==> src/hdl/sil_pkg.sv <==
// Shared constants for the station I/O latch bank and its processor end
// Summary of operation
// Synth latch drives four data, three address bits
// Processor writes seven sets, strobing each one
// DAC latch drives five code bits, rotate bit
// Rotate bit loops back into options buffer
// Processor rotates code word every 7440 us
// Options latch holds eight control outputs
// Alarm and repeater bits mix audio paths
// Squelch level and adapt bits steer squelch
// Status returns power and squelch inputs
// Status returns locks and loop sync inputs
// Options buffer returns seven inputs plus the rotate bit
// Options buffer returns board, intercom, activity, service
// Intercom routes audio without keying amplifier
// Repeater or line talk cancels intercom
// Service jumper inhibits power control, raises alarm
// Command buffer returns word, talk, three switches
// Access inhibit blocks ID, alarms, timers, line
// Force transmit keys amplifier, strips audio, tones
// Expansion latch drives address, inverted write data
// Expansion buffer returns four inverted data bits; the code returns them uninverted, upper nibble zero
// Amplifier keys only with lock, request, no reset
// Tickle goes low 6 ms after reset
// Each device selected by enable plus address line
// Synth strobes are one-cycle pulses on write
package sil_pkg;
	// ************************************************************
	// Processor I/O addresses
	// ************************************************************
	localparam logic [15:0] ADR_EXP_RD   = 16'h59FF; // Expansion read buffer
	localparam logic [15:0] ADR_EXP_WR   = 16'h69FF; // Expansion write latch
	localparam logic [15:0] ADR_SYN      = 16'h71FF; // Synth program latch
	localparam logic [15:0] ADR_TX_STB   = 16'h7DFF; // Transmit strobe
	localparam logic [15:0] ADR_RX_STB   = 16'h7BFF; // Receive strobe
	localparam logic [15:0] ADR_DAC      = 16'h78FF; // Tone code latch
	localparam logic [15:0] ADR_STATUS   = 16'h797F; // Status buffer
	localparam logic [15:0] ADR_OPT_WR   = 16'h79BF; // Options latch
	localparam logic [15:0] ADR_OPT_RD   = 16'h79DF; // Options buffer
	localparam logic [15:0] ADR_CMD_RD   = 16'h79EF; // Command buffer
	// Dedicated select lines: active low, but the two strobe lines are active high
	localparam int LN_EXP_RD = 13;
	localparam int LN_EXP_WR = 12;
	localparam int LN_SYN    = 11;
	localparam int LN_TX_STB = 10;
	localparam int LN_RX_STB = 9;
	localparam int LN_DAC    = 8;
	localparam int LN_STATUS = 7;
	localparam int LN_OPT_WR = 6;
	localparam int LN_OPT_RD = 5;
	localparam int LN_CMD_RD = 4;
	localparam int LN_A14    = 14; // Must be high for I/O space
	localparam int LN_A15    = 15; // Must be low for I/O space
	// ************************************************************
	// Latch field layout
	// ************************************************************
	localparam int SYN_DAT_LSB = 0;  // Four data bits
	localparam int SYN_ADR_LSB = 4;  // Three address bits
	localparam int DAC_ROT_BIT = 5;  // Rotate request
	localparam int EXP_WD_LSB  = 4;  // Write data nibble
	localparam int OPT_DIGITAL = 0;  // Decode filter digital
	localparam int OPT_DEV_RED = 1;  // Deviation reduce
	localparam int OPT_PWR_RED = 2;  // Power reduce
	localparam int OPT_ANT_SW  = 3;  // Antenna switch
	localparam int OPT_ALARM   = 4;  // Alarm audio mix
	localparam int OPT_RPTR    = 5;  // Repeater audio mix
	localparam int OPT_SQ_LVL  = 6;  // Remote squelch level
	localparam int OPT_ADAPT   = 7;  // Squelch adapt
	localparam logic [7:0] RST_BYTE = 8'h00;
	// ************************************************************
	// Timing
	// ************************************************************
	localparam int CLK_MHZ  = 200;
	localparam int ROT_US   = 7440;
	localparam int ROT_CYC  = ROT_US * CLK_MHZ;
	localparam int WDT_MS   = 6;
	localparam int WDT_CYC  = WDT_MS * 1000 * CLK_MHZ;
	localparam int SYN_SETS = 7;
	// ************************************************************
	// Controller software map
	// ************************************************************
	localparam logic [3:0] SW_CTRL  = 4'h0; // Key request, synth start
	localparam logic [3:0] SW_ADDR  = 4'h1; // Bus address
	localparam logic [3:0] SW_WDATA = 4'h2; // Bus write data
	localparam logic [3:0] SW_GO_WR = 4'h3; // Launch bus write
	localparam logic [3:0] SW_GO_RD = 4'h4; // Launch bus read
	localparam logic [3:0] SW_RDATA = 4'h5; // Bus read result
	localparam logic [3:0] SW_STAT  = 4'h6; // Busy, rotate due, tickle
	localparam logic [3:0] SW_CLR   = 4'h7; // Clear rotate due
	localparam logic [3:0] SW_SET0  = 4'h8; // Synth sets 8..E
	localparam int CTL_KEY = 0;
	localparam int CTL_GO  = 1;
	localparam int CTL_RX  = 2;
endpackage

==> src/hdl/sil_bus_if.sv <==
// Processor bus between the controller and the I/O latch bank
`timescale 1ns/1ps
interface sil_bus_if;
	logic [15:0] io_addr;    // Latched address
	logic [7:0]  io_wdata;   // Write data
	logic        io_wr;      // Write enable, one cycle
	logic        io_rd;      // Read enable, one cycle
	logic [7:0]  io_rdata;   // Read data, cycle after io_rd
	logic        pa_key_req; // Processor key request level
	modport dev  (input io_addr, io_wdata, io_wr, io_rd, pa_key_req, output io_rdata);
	modport host (output io_addr, io_wdata, io_wr, io_rd, pa_key_req, input io_rdata);
endinterface

==> src/hdl/sil_latch_bank.sv <==
// Station I/O latch bank: write latches, input buffers, failsafe
`timescale 1ns/1ps
module sil_latch_bank (
	input  wire logic       clk,
	input  wire logic       srst,
	input  wire logic       ce,
	sil_bus_if.dev          bus,
	input  wire logic       delayed_reset,
	// Status inputs
	input  wire logic       pa_on,
	input  wire logic       pa_full_power,
	input  wire logic       tx_lock_n,
	input  wire logic       rx_lock_n,
	input  wire logic       tx_loop,
	input  wire logic       rx_loop,
	input  wire logic       rx1_unsquelch,
	input  wire logic       repeater_unsquelch,
	// Option inputs
	input  wire logic       tone_decode_data,
	input  wire logic       battery_revert,
	input  wire logic       overvoltage_alarm,
	input  wire logic       remote_board_type,
	input  wire logic       intercom_request,
	input  wire logic       channel_activity,
	input  wire logic       service_jumper,
	// Command inputs
	input  wire logic [3:0] remote_word,
	input  wire logic       local_talk_request,
	input  wire logic       access_inhibit_switch,
	input  wire logic       force_transmit_switch,
	input  wire logic       tone_disable_switch,
	input  wire logic       repeater_talk_request,
	input  wire logic       wireline_talk_request,
	input  wire logic [3:0] expansion_read_bit,
	// Synthesizer side
	output logic [3:0]      synth_data,
	output logic [2:0]      synth_addr,
	output logic            tx_strobe,
	output logic            rx_strobe,
	// Tone code side
	output logic [4:0]      tone_dac_code,
	output logic            rotate_request,
	// Option controls
	output logic            decode_digital,
	output logic            deviation_reduce,
	output logic            power_reduce,
	output logic            antenna_switch,
	output logic            line_alarm_mix,
	output logic            tx_repeater_mix,
	output logic            squelch_level_sel,
	output logic            squelch_adapt,
	// Expansion bus
	output logic [3:0]      expansion_addr_bit,
	output logic [3:0]      expansion_write_bit_o,
	output logic [3:0]      expansion_write_bit_oe,
	// Station actions
	output logic            pa_key,
	output logic            intercom_line_gate,
	output logic            intercom_speaker_gate,
	output logic            intercom_rx_mix,
	output logic            power_ctrl_inhibit,
	output logic            pa_fail_alarm,
	output logic            id_alarm_inhibit,
	output logic            timeout_inhibit,
	output logic            repeater_key_inhibit,
	output logic            line_cmd_inhibit,
	output logic            tx_audio_mute,
	output logic            tone_strip
);
	// ************************************************************
	// Select decode
	// ************************************************************
	logic       io_space; // Address in I/O window, reset released
	logic       iow;      // Qualified write enable
	logic       ior;      // Qualified read enable
	logic [7:0] syn_ff;   // Synth program latch
	logic [7:0] dac_ff;   // Tone code latch
	logic [7:0] opt_ff;   // Option control latch
	logic [7:0] exp_ff;   // Expansion write latch
	logic       tx_stb_ff;
	logic       rx_stb_ff;
	logic [7:0] rdata_ff; // Read data register
	logic [7:0] nxt_rdata;
	logic       key_ff;   // Failsafe flip-flop
	logic       ic_cancel;

	// Device select: enable plus one low address line
	function automatic logic sel(input logic en, input logic [15:0] a, input int ln);
		sel = en & ~a[ln];
	endfunction

	// Enables gated by window and delayed reset
	assign io_space = bus.io_addr[sil_pkg::LN_A14] & ~bus.io_addr[sil_pkg::LN_A15]
		& ~delayed_reset;
	assign iow = bus.io_wr & io_space;
	assign ior = bus.io_rd & io_space;

	// ************************************************************
	// Write latches
	// ************************************************************
	// Synth latch
	always_ff @(posedge clk) begin
		if (srst) begin
			syn_ff <= sil_pkg::RST_BYTE;
		end else if (ce && sel(iow, bus.io_addr, sil_pkg::LN_SYN)) begin
			syn_ff <= bus.io_wdata;
		end
	end

	// Tone code latch
	always_ff @(posedge clk) begin
		if (srst) begin
			dac_ff <= sil_pkg::RST_BYTE;
		end else if (ce && sel(iow, bus.io_addr, sil_pkg::LN_DAC)) begin
			dac_ff <= bus.io_wdata;
		end
	end

	// Option latch
	always_ff @(posedge clk) begin
		if (srst) begin
			opt_ff <= sil_pkg::RST_BYTE;
		end else if (ce && sel(iow, bus.io_addr, sil_pkg::LN_OPT_WR)) begin
			opt_ff <= bus.io_wdata;
		end
	end

	// Expansion write latch
	always_ff @(posedge clk) begin
		if (srst) begin
			exp_ff <= sil_pkg::RST_BYTE;
		end else if (ce && sel(iow, bus.io_addr, sil_pkg::LN_EXP_WR)) begin
			exp_ff <= bus.io_wdata;
		end
	end

	// Strobes: one pulse per strobe write, data-less
	// Strobe lines select when high; every other device address holds both low
	always_ff @(posedge clk) begin
		if (srst) begin
			tx_stb_ff <= 1'b0;
			rx_stb_ff <= 1'b0;
		end else if (ce) begin
			tx_stb_ff <= iow & bus.io_addr[sil_pkg::LN_TX_STB];
			rx_stb_ff <= iow & bus.io_addr[sil_pkg::LN_RX_STB];
		end
	end

	// ************************************************************
	// Latch outputs
	// ************************************************************
	assign synth_data    = syn_ff[sil_pkg::SYN_DAT_LSB +: 4];
	assign synth_addr    = syn_ff[sil_pkg::SYN_ADR_LSB +: 3];
	assign tx_strobe     = tx_stb_ff;
	assign rx_strobe     = rx_stb_ff;
	assign tone_dac_code = dac_ff[4:0];
	assign rotate_request = dac_ff[sil_pkg::DAC_ROT_BIT];
	// Option bits from the latch; power reduce and alarm mix are gated
	assign decode_digital    = opt_ff[sil_pkg::OPT_DIGITAL];
	assign deviation_reduce  = opt_ff[sil_pkg::OPT_DEV_RED];
	assign power_reduce      = opt_ff[sil_pkg::OPT_PWR_RED] & ~service_jumper;
	assign antenna_switch    = opt_ff[sil_pkg::OPT_ANT_SW];
	// Alarm mix blocked while access is inhibited
	assign line_alarm_mix    = opt_ff[sil_pkg::OPT_ALARM] & ~access_inhibit_switch;
	assign tx_repeater_mix   = opt_ff[sil_pkg::OPT_RPTR];
	assign squelch_level_sel = opt_ff[sil_pkg::OPT_SQ_LVL];
	assign squelch_adapt     = opt_ff[sil_pkg::OPT_ADAPT];
	// Expansion: open-collector inverter pulls low for a one bit
	assign expansion_addr_bit     = exp_ff[3:0];
	assign expansion_write_bit_o  = 4'h0;
	assign expansion_write_bit_oe = exp_ff[sil_pkg::EXP_WD_LSB +: 4];

	// ************************************************************
	// Input buffers
	// ************************************************************
	// Read mux, result stands the cycle after the enable
	always_comb begin
		nxt_rdata = rdata_ff;
		if (ior) begin
			nxt_rdata = 8'h00; // No device selected
			if (sel(ior, bus.io_addr, sil_pkg::LN_STATUS)) begin
				nxt_rdata = {repeater_unsquelch, rx1_unsquelch, rx_loop, tx_loop,
					rx_lock_n, tx_lock_n, pa_full_power, pa_on};
			end else if (sel(ior, bus.io_addr, sil_pkg::LN_OPT_RD)) begin
				nxt_rdata = {service_jumper, channel_activity, intercom_request,
					remote_board_type, overvoltage_alarm, battery_revert,
					rotate_request, tone_decode_data};
			end else if (sel(ior, bus.io_addr, sil_pkg::LN_CMD_RD)) begin
				nxt_rdata = {tone_disable_switch, force_transmit_switch,
					access_inhibit_switch, local_talk_request, remote_word};
			end else if (sel(ior, bus.io_addr, sil_pkg::LN_EXP_RD)) begin
				nxt_rdata = {4'h0, expansion_read_bit};
			end
		end
	end

	// Read data register
	always_ff @(posedge clk) begin
		if (srst) begin
			rdata_ff <= sil_pkg::RST_BYTE;
		end else if (ce) begin
			rdata_ff <= nxt_rdata;
		end
	end
	assign bus.io_rdata = rdata_ff;

	// ************************************************************
	// Failsafe and station actions
	// ************************************************************
	// Key needs lock, a request and no delayed reset; lock loss aborts
	always_ff @(posedge clk) begin
		if (srst) begin
			key_ff <= 1'b0;
		end else if (ce) begin
			key_ff <= ~tx_lock_n & ~delayed_reset
				& (bus.pa_key_req | force_transmit_switch)
				& ~(intercom_request & local_talk_request & ~ic_cancel);
		end
	end
	assign pa_key = key_ff & ~tx_lock_n;

	// Intercom paths dropped on repeater talk, or on line talk while access is not inhibited
	assign ic_cancel = repeater_talk_request
		| (wireline_talk_request & ~access_inhibit_switch);
	assign intercom_line_gate    = intercom_request & local_talk_request & ~ic_cancel;
	assign intercom_speaker_gate = intercom_request & ~local_talk_request & ~ic_cancel;
	assign intercom_rx_mix       = intercom_request & ~ic_cancel;
	// Service jumper
	assign power_ctrl_inhibit = service_jumper;
	assign pa_fail_alarm      = service_jumper;
	// Access inhibit
	assign id_alarm_inhibit     = access_inhibit_switch;
	assign timeout_inhibit      = access_inhibit_switch;
	assign repeater_key_inhibit = access_inhibit_switch;
	assign line_cmd_inhibit     = access_inhibit_switch;
	// Forced transmit: carrier only
	assign tx_audio_mute = force_transmit_switch;
	assign tone_strip    = force_transmit_switch;
endmodule // sil_latch_bank

==> src/flat_wrapper.sv <==
// flat-port wrapper written by rule: the top's interface ports become plain ports
module sil_latch_bank_flat 
  (clk, srst, ce, delayed_reset, pa_on, pa_full_power, tx_lock_n, rx_lock_n, tx_loop, rx_loop, rx1_unsquelch, repeater_unsquelch, tone_decode_data, battery_revert, overvoltage_alarm, remote_board_type, intercom_request, channel_activity, service_jumper, remote_word, local_talk_request, access_inhibit_switch, force_transmit_switch, tone_disable_switch, repeater_talk_request, wireline_talk_request, expansion_read_bit, synth_data, synth_addr, tx_strobe, rx_strobe, tone_dac_code, rotate_request, decode_digital, deviation_reduce, power_reduce, antenna_switch, line_alarm_mix, tx_repeater_mix, squelch_level_sel, squelch_adapt, expansion_addr_bit, expansion_write_bit_o, expansion_write_bit_oe, pa_key, intercom_line_gate, intercom_speaker_gate, intercom_rx_mix, power_ctrl_inhibit, pa_fail_alarm, id_alarm_inhibit, timeout_inhibit, repeater_key_inhibit, line_cmd_inhibit, tx_audio_mute, tone_strip, bus_io_addr, bus_io_wdata, bus_io_wr, bus_io_rd, bus_pa_key_req, bus_io_rdata);
  sil_bus_if bus_i ();
  input  wire logic clk;
  input  wire logic srst;
  input  wire logic ce;
  input  wire logic delayed_reset;
  input  wire logic pa_on;
  input  wire logic pa_full_power;
  input  wire logic tx_lock_n;
  input  wire logic rx_lock_n;
  input  wire logic tx_loop;
  input  wire logic rx_loop;
  input  wire logic rx1_unsquelch;
  input  wire logic repeater_unsquelch;
  input  wire logic tone_decode_data;
  input  wire logic battery_revert;
  input  wire logic overvoltage_alarm;
  input  wire logic remote_board_type;
  input  wire logic intercom_request;
  input  wire logic channel_activity;
  input  wire logic service_jumper;
  input  wire logic [3:0] remote_word;
  input  wire logic local_talk_request;
  input  wire logic access_inhibit_switch;
  input  wire logic force_transmit_switch;
  input  wire logic tone_disable_switch;
  input  wire logic repeater_talk_request;
  input  wire logic wireline_talk_request;
  input  wire logic [3:0] expansion_read_bit;
  output logic [3:0] synth_data;
  output logic [2:0] synth_addr;
  output logic tx_strobe;
  output logic rx_strobe;
  output logic [4:0] tone_dac_code;
  output logic rotate_request;
  output logic decode_digital;
  output logic deviation_reduce;
  output logic power_reduce;
  output logic antenna_switch;
  output logic line_alarm_mix;
  output logic tx_repeater_mix;
  output logic squelch_level_sel;
  output logic squelch_adapt;
  output logic [3:0] expansion_addr_bit;
  output logic [3:0] expansion_write_bit_o;
  output logic [3:0] expansion_write_bit_oe;
  output logic pa_key;
  output logic intercom_line_gate;
  output logic intercom_speaker_gate;
  output logic intercom_rx_mix;
  output logic power_ctrl_inhibit;
  output logic pa_fail_alarm;
  output logic id_alarm_inhibit;
  output logic timeout_inhibit;
  output logic repeater_key_inhibit;
  output logic line_cmd_inhibit;
  output logic tx_audio_mute;
  output logic tone_strip;
  input wire logic [$bits(bus_i.io_addr)-1:0] bus_io_addr;
  input wire logic [$bits(bus_i.io_wdata)-1:0] bus_io_wdata;
  input wire logic [$bits(bus_i.io_wr)-1:0] bus_io_wr;
  input wire logic [$bits(bus_i.io_rd)-1:0] bus_io_rd;
  input wire logic [$bits(bus_i.pa_key_req)-1:0] bus_pa_key_req;
  output wire logic [$bits(bus_i.io_rdata)-1:0] bus_io_rdata;
  assign bus_i.io_addr = bus_io_addr;
  assign bus_i.io_wdata = bus_io_wdata;
  assign bus_i.io_wr = bus_io_wr;
  assign bus_i.io_rd = bus_io_rd;
  assign bus_i.pa_key_req = bus_pa_key_req;
  assign bus_io_rdata = bus_i.io_rdata;
  sil_latch_bank u_core (.clk(clk), .srst(srst), .ce(ce), .bus(bus_i), .delayed_reset(delayed_reset), .pa_on(pa_on), .pa_full_power(pa_full_power), .tx_lock_n(tx_lock_n), .rx_lock_n(rx_lock_n), .tx_loop(tx_loop), .rx_loop(rx_loop), .rx1_unsquelch(rx1_unsquelch), .repeater_unsquelch(repeater_unsquelch), .tone_decode_data(tone_decode_data), .battery_revert(battery_revert), .overvoltage_alarm(overvoltage_alarm), .remote_board_type(remote_board_type), .intercom_request(intercom_request), .channel_activity(channel_activity), .service_jumper(service_jumper), .remote_word(remote_word), .local_talk_request(local_talk_request), .access_inhibit_switch(access_inhibit_switch), .force_transmit_switch(force_transmit_switch), .tone_disable_switch(tone_disable_switch), .repeater_talk_request(repeater_talk_request), .wireline_talk_request(wireline_talk_request), .expansion_read_bit(expansion_read_bit), .synth_data(synth_data), .synth_addr(synth_addr), .tx_strobe(tx_strobe), .rx_strobe(rx_strobe), .tone_dac_code(tone_dac_code), .rotate_request(rotate_request), .decode_digital(decode_digital), .deviation_reduce(deviation_reduce), .power_reduce(power_reduce), .antenna_switch(antenna_switch), .line_alarm_mix(line_alarm_mix), .tx_repeater_mix(tx_repeater_mix), .squelch_level_sel(squelch_level_sel), .squelch_adapt(squelch_adapt), .expansion_addr_bit(expansion_addr_bit), .expansion_write_bit_o(expansion_write_bit_o), .expansion_write_bit_oe(expansion_write_bit_oe), .pa_key(pa_key), .intercom_line_gate(intercom_line_gate), .intercom_speaker_gate(intercom_speaker_gate), .intercom_rx_mix(intercom_rx_mix), .power_ctrl_inhibit(power_ctrl_inhibit), .pa_fail_alarm(pa_fail_alarm), .id_alarm_inhibit(id_alarm_inhibit), .timeout_inhibit(timeout_inhibit), .repeater_key_inhibit(repeater_key_inhibit), .line_cmd_inhibit(line_cmd_inhibit), .tx_audio_mute(tx_audio_mute), .tone_strip(tone_strip));
endmodule
==> config.mk <==
export PLATFORM = sky130hd
export DESIGN_NAME = sil_latch_bank_flat
export DESIGN_NICKNAME = d
export VERILOG_FILES = /design/src/hdl/sil_pkg.sv /design/src/hdl/sil_bus_if.sv /design/src/hdl/sil_latch_bank.sv /design/src/flat_wrapper.sv
export SDC_FILE = /design/constraint.sdc
export NUM_CORES = 1
export LEC_CHECK = 0
export BUFFER_PORTS_ARGS = -buffer_cell sky130_fd_sc_hd__buf_2
export CAP_MARGIN = 10
export CORE_MARGIN = 2
export CORE_UTILIZATION = 45
export DETAILED_ROUTE_END_ITERATION = 10
export GPL_TIMING_DRIVEN = 0
export PLACE_DENSITY = 0.84
export SLEW_MARGIN = 10
export SYNTH_ARGS = -nofsm -noshare
export SYNTH_HDL_FRONTEND = slang
export SYNTH_SLANG_ARGS = --single-unit
==> constraint.sdc <==
create_clock -name clk -period 5 [get_ports clk]
set_clock_uncertainty 0.05 [all_clocks]
set_input_delay 1 -clock clk [delete_from_list [all_inputs] [get_ports clk]]
set_output_delay 1 -clock clk [all_outputs]
set_load 0.02 [all_outputs]
==> results.md <==
- Final WL: 4760 µm
- R2R depth: 4
- Post-synthesis sequential area ratio: 44.7%
- CTS tree: yes
- Final GP Congestion: 0.885
- CP Launch Type: input pin
- Fillers: 358
- Crit Path Category: in -> out
- Max-slew headroom: 41.6%
- Initial Util: 47.8%
- Core Footprint: 3740 µm²
- DRC violation total after the first TritonRoute iteration: 103
- Deepest clock path buffer count: 2
- Critical R2R Capture: u_core.bus.io_rdata[1]
- Clk sink count: 40
- FP Rows: 22
- Pwr/cell area: 245 nW/µm²
- Area growth, synth to finish: 37.9%
- Clk root buf: clkbuf_8
- Final Setup Violations: 0
- Global-route wire length before repair: 7560 µm
- Clock Power Share: 32.8%
- I/O pin count: 115
- Worst slew pin tran: 0.870 ns
- Register bit total from synthesis: 40
- DR pass1 iterations: 4
- Post-route ant nets: 0
- Worst-path fanout max: 7
- CP Capture Type: output pin
- Gr ovfl total: 0
- Share of cells above drive strength 1: 38.8%
- Vias in the first global route: 1732
- Final count of hold timing violations: 0
- Htree depth: 2
- Fin nets: 400
- Netlist cell types: 31
- Clk_lat worst skew: 0.28 ns
- Sequential cell area: 801 µm²
- Final cycle utilization of the critical path: 58.8%
- Hold Path Class: reg -> reg
- Max-slew violation count: 0
- Largest net degree at the start of global routing: 13
- Hold Crit Endpoint: u_core.bus.io_rdata[5]
- Post-Syn Instances: 225
- Total CTS buffers: 5
- Hold path startpoint: u_core.bus.io_rdata[5]
- Antenna diode count: 0
- Via count: 1882
- Status: finished clean
- Hold-critical path depth: 2
- Dpl hpwl: 3790 µm
- Area of the die: 4500 µm²
- Die Height: 67.1 µm
- Lkg Pwr: 1.14 nW
- Synth Warn #: 0
- Hold slack: 0.404 ns
- Design area: 2470 µm²
- Placed cell area: 2390 µm²
- VDD IR max: 0.134 mV
- R2r startpoint: u_core.dac_ff[5]
- Syn avg cell area: 7.96 µm²
- Sw Share: 25.1%
- Mapped Area: 1790 µm²
- Share of power burned in registers: 53.4%
- Hold-fix buffers at CTS: 0
- Minimum clock period: 2.94 ns
- Post-layout util: 65.9%
- Multi-input logic area: 843 µm²
- Global Route Usage Sum: 22.4%
- DIE WIDTH: 67.1 µm
- PortBufs: 105
- Pre-CTS setup slack: 2.06 ns
- Post-CTS sizing: 0
- Internal power: 0.453 mW
- Fin worst setup slack: 2.06 ns
- Setup Buffers After CTS: 0
- Initial antenna violation count: 0
- DR vias/cell: 4.85
- Clock slew at reported path FFs: 0.07 ns
- Max-cap violation count: 0
- Combinational power share: 13.8%
- Worst EP arrival: 1.89 ns
- Setup TNS: 0 ns
- Maximum clock frequency: 0.340 GHz
- Total DRC errors in the routed layout: 0
- RSZ-0062 raised after global routing: false
- NetSw: 0.152 mW
- Setup slack, reg-to-reg: 4.09 ns
- Avg WL per Cell: 12.3 µm
- Required time of the critical path: 3.95 ns
critical path, stage by stage:
cell and delay, ns:
buf_2 0.16, nor2b_1 0.06, nor3b_1 0.34, and2_1 0.18
buf_2 0.15
final cells by class:
type | instances | area share, %
Timing Repair Buffer | 105 | 21.3
Tap cell | 48 | 2.43
Sequential cell | 40 | 32.4
Clock inverter | 2 | 0.507
Buffer | 23 | 5.93
Clock buffer | 5 | 2.79
Inverter | 3 | 0.456
Multi-Input combinational cell | 162 | 34.2
synthesized netlist by cell type:
| library cell | number | share of area (%) |
|---|---|---|
| nor3_2 | 1 | 0.56 |
| o22ai_1 | 3 | 1.0 |
| a221o_1 | 1 | 0.56 |
| dfxtp_1 | 40 | 45 |
| nor2_1 | 11 | 2.3 |
| o221ai_1 | 2 | 0.98 |
| o2111ai_1 | 1 | 0.49 |
| nor2b_1 | 9 | 3.1 |
| buf_6 | 2 | 1.3 |
| a21oi_1 | 34 | 9.5 |
| conb_1 | 1 | 0.21 |
| and3_1 | 2 | 0.70 |
| or3_1 | 3 | 1.0 |
| a221oi_1 | 3 | 1.5 |
| and2_1 | 1 | 0.35 |
| o21ba_2 | 1 | 0.56 |
| or3b_1 | 1 | 0.49 |
| nand3_1 | 2 | 0.56 |
| or3_2 | 3 | 1.3 |
| nand2_1 | 58 | 12 |
| inv_1 | 3 | 0.63 |
| o21ai_0 | 3 | 0.84 |
| mux2i_1 | 6 | 3.4 |
| nor3b_1 | 2 | 0.84 |
| buf_4 | 12 | 5.0 |
| nand2b_1 | 3 | 1.0 |
| clkbuf_1 | 9 | 1.9 |
| o211ai_1 | 2 | 0.84 |
| nor3_1 | 3 | 0.84 |
| nand3b_1 | 2 | 0.84 |
| or2_4 | 1 | 0.49 |
cells by family (layout without fill, tap and decap cells):
kind of cell / count (synthesis) / after routing / share of synthesized area [%]
AOI/OAI and AO/OA: 50 / 50 / 16.3
muxes: 6 / 6 / 3.35
buffers and inverters: 26 / 138 / 8.80
other: 1 / 4 / 0.209
and+or+nand+nor: 102 / 102 / 26.6
DFF: 40 / 40 / 44.7
metrics by stage:
step	instances	power, mW
floorplan	228	0.373
global placement	381	0.412
detailed placement	381	0.413
CTS	388	0.609
global route	388	0.633
finish	388	0.604
state kept, by name, summed over array words and instances, names as in the netlist:
| signal | flops |
|---|---|
| u_core.dac_ff | 6 |
| u_core.bus.io_rdata | 8 |
| u_core.opt_ff | 8 |
| u_core.tx_strobe | 1 |
| u_core.exp_ff | 8 |
| u_core.key_ff | 1 |
| u_core.rx_strobe | 1 |
| u_core.syn_ff | 7 |
layer usage:
layer | vias up | routed length, µm | global-route usage (%) | share of wire, %
met5 | - | 0 | 0 | 0
li1 | 968 | - | - | -
met1 | 841 | 2170 | 28.7 | 46
met2 | 66 | 2250 | 37.1 | 47
met4 | 0 | 65 | 6.89 | 1.4
met3 | 7 | 273 | 5.24 | 5.7
worst max path at each step:
stage | startpoint | endpoint
final | access_inhibit_switch | intercom_line_gate
after global placement | access_inhibit_switch | intercom_speaker_gate
after global routing | access_inhibit_switch | intercom_speaker_gate
after CTS | access_inhibit_switch | intercom_line_gate
after floorplan | wireline_talk_request | intercom_speaker_gate
after detailed placement | access_inhibit_switch | intercom_line_gate
power groups by stage:
stage	Clock (mW)	Sequential [mW]	Combinational, mW
2_1_floorplan	0	0.333	0.0398
3_3_place_gp	0	0.330	0.0815
3_5_place_dp	0	0.330	0.0828
4_1_cts	0.203	0.323	0.0831
5_1_grt	0.218	0.323	0.0916
6_report	0.198	0.323	0.0832
cell usage in the layout, fill, tap and decap left out, drive strengths merged, types with 2 or more instances in the layout:
| cell | instances |
|---|---|
| nand3 | 2 |
| conb | 4 |
| nand3b | 2 |
| buf | 119 |
| mux2i | 6 |
| o21ai | 3 |
| nor3b | 2 |
| nand2b | 3 |
| o22ai | 3 |
| a21oi | 34 |
| nor3 | 4 |
| nor2 | 11 |
| clkbuf | 14 |
| nand2 | 58 |
| or3 | 6 |
| and3 | 2 |
| nor2b | 9 |
| o211ai | 2 |
| o221ai | 2 |
| dfxtp | 40 |
| a221oi | 3 |
| inv | 3 |
Power figures use the tool's default switching activity.
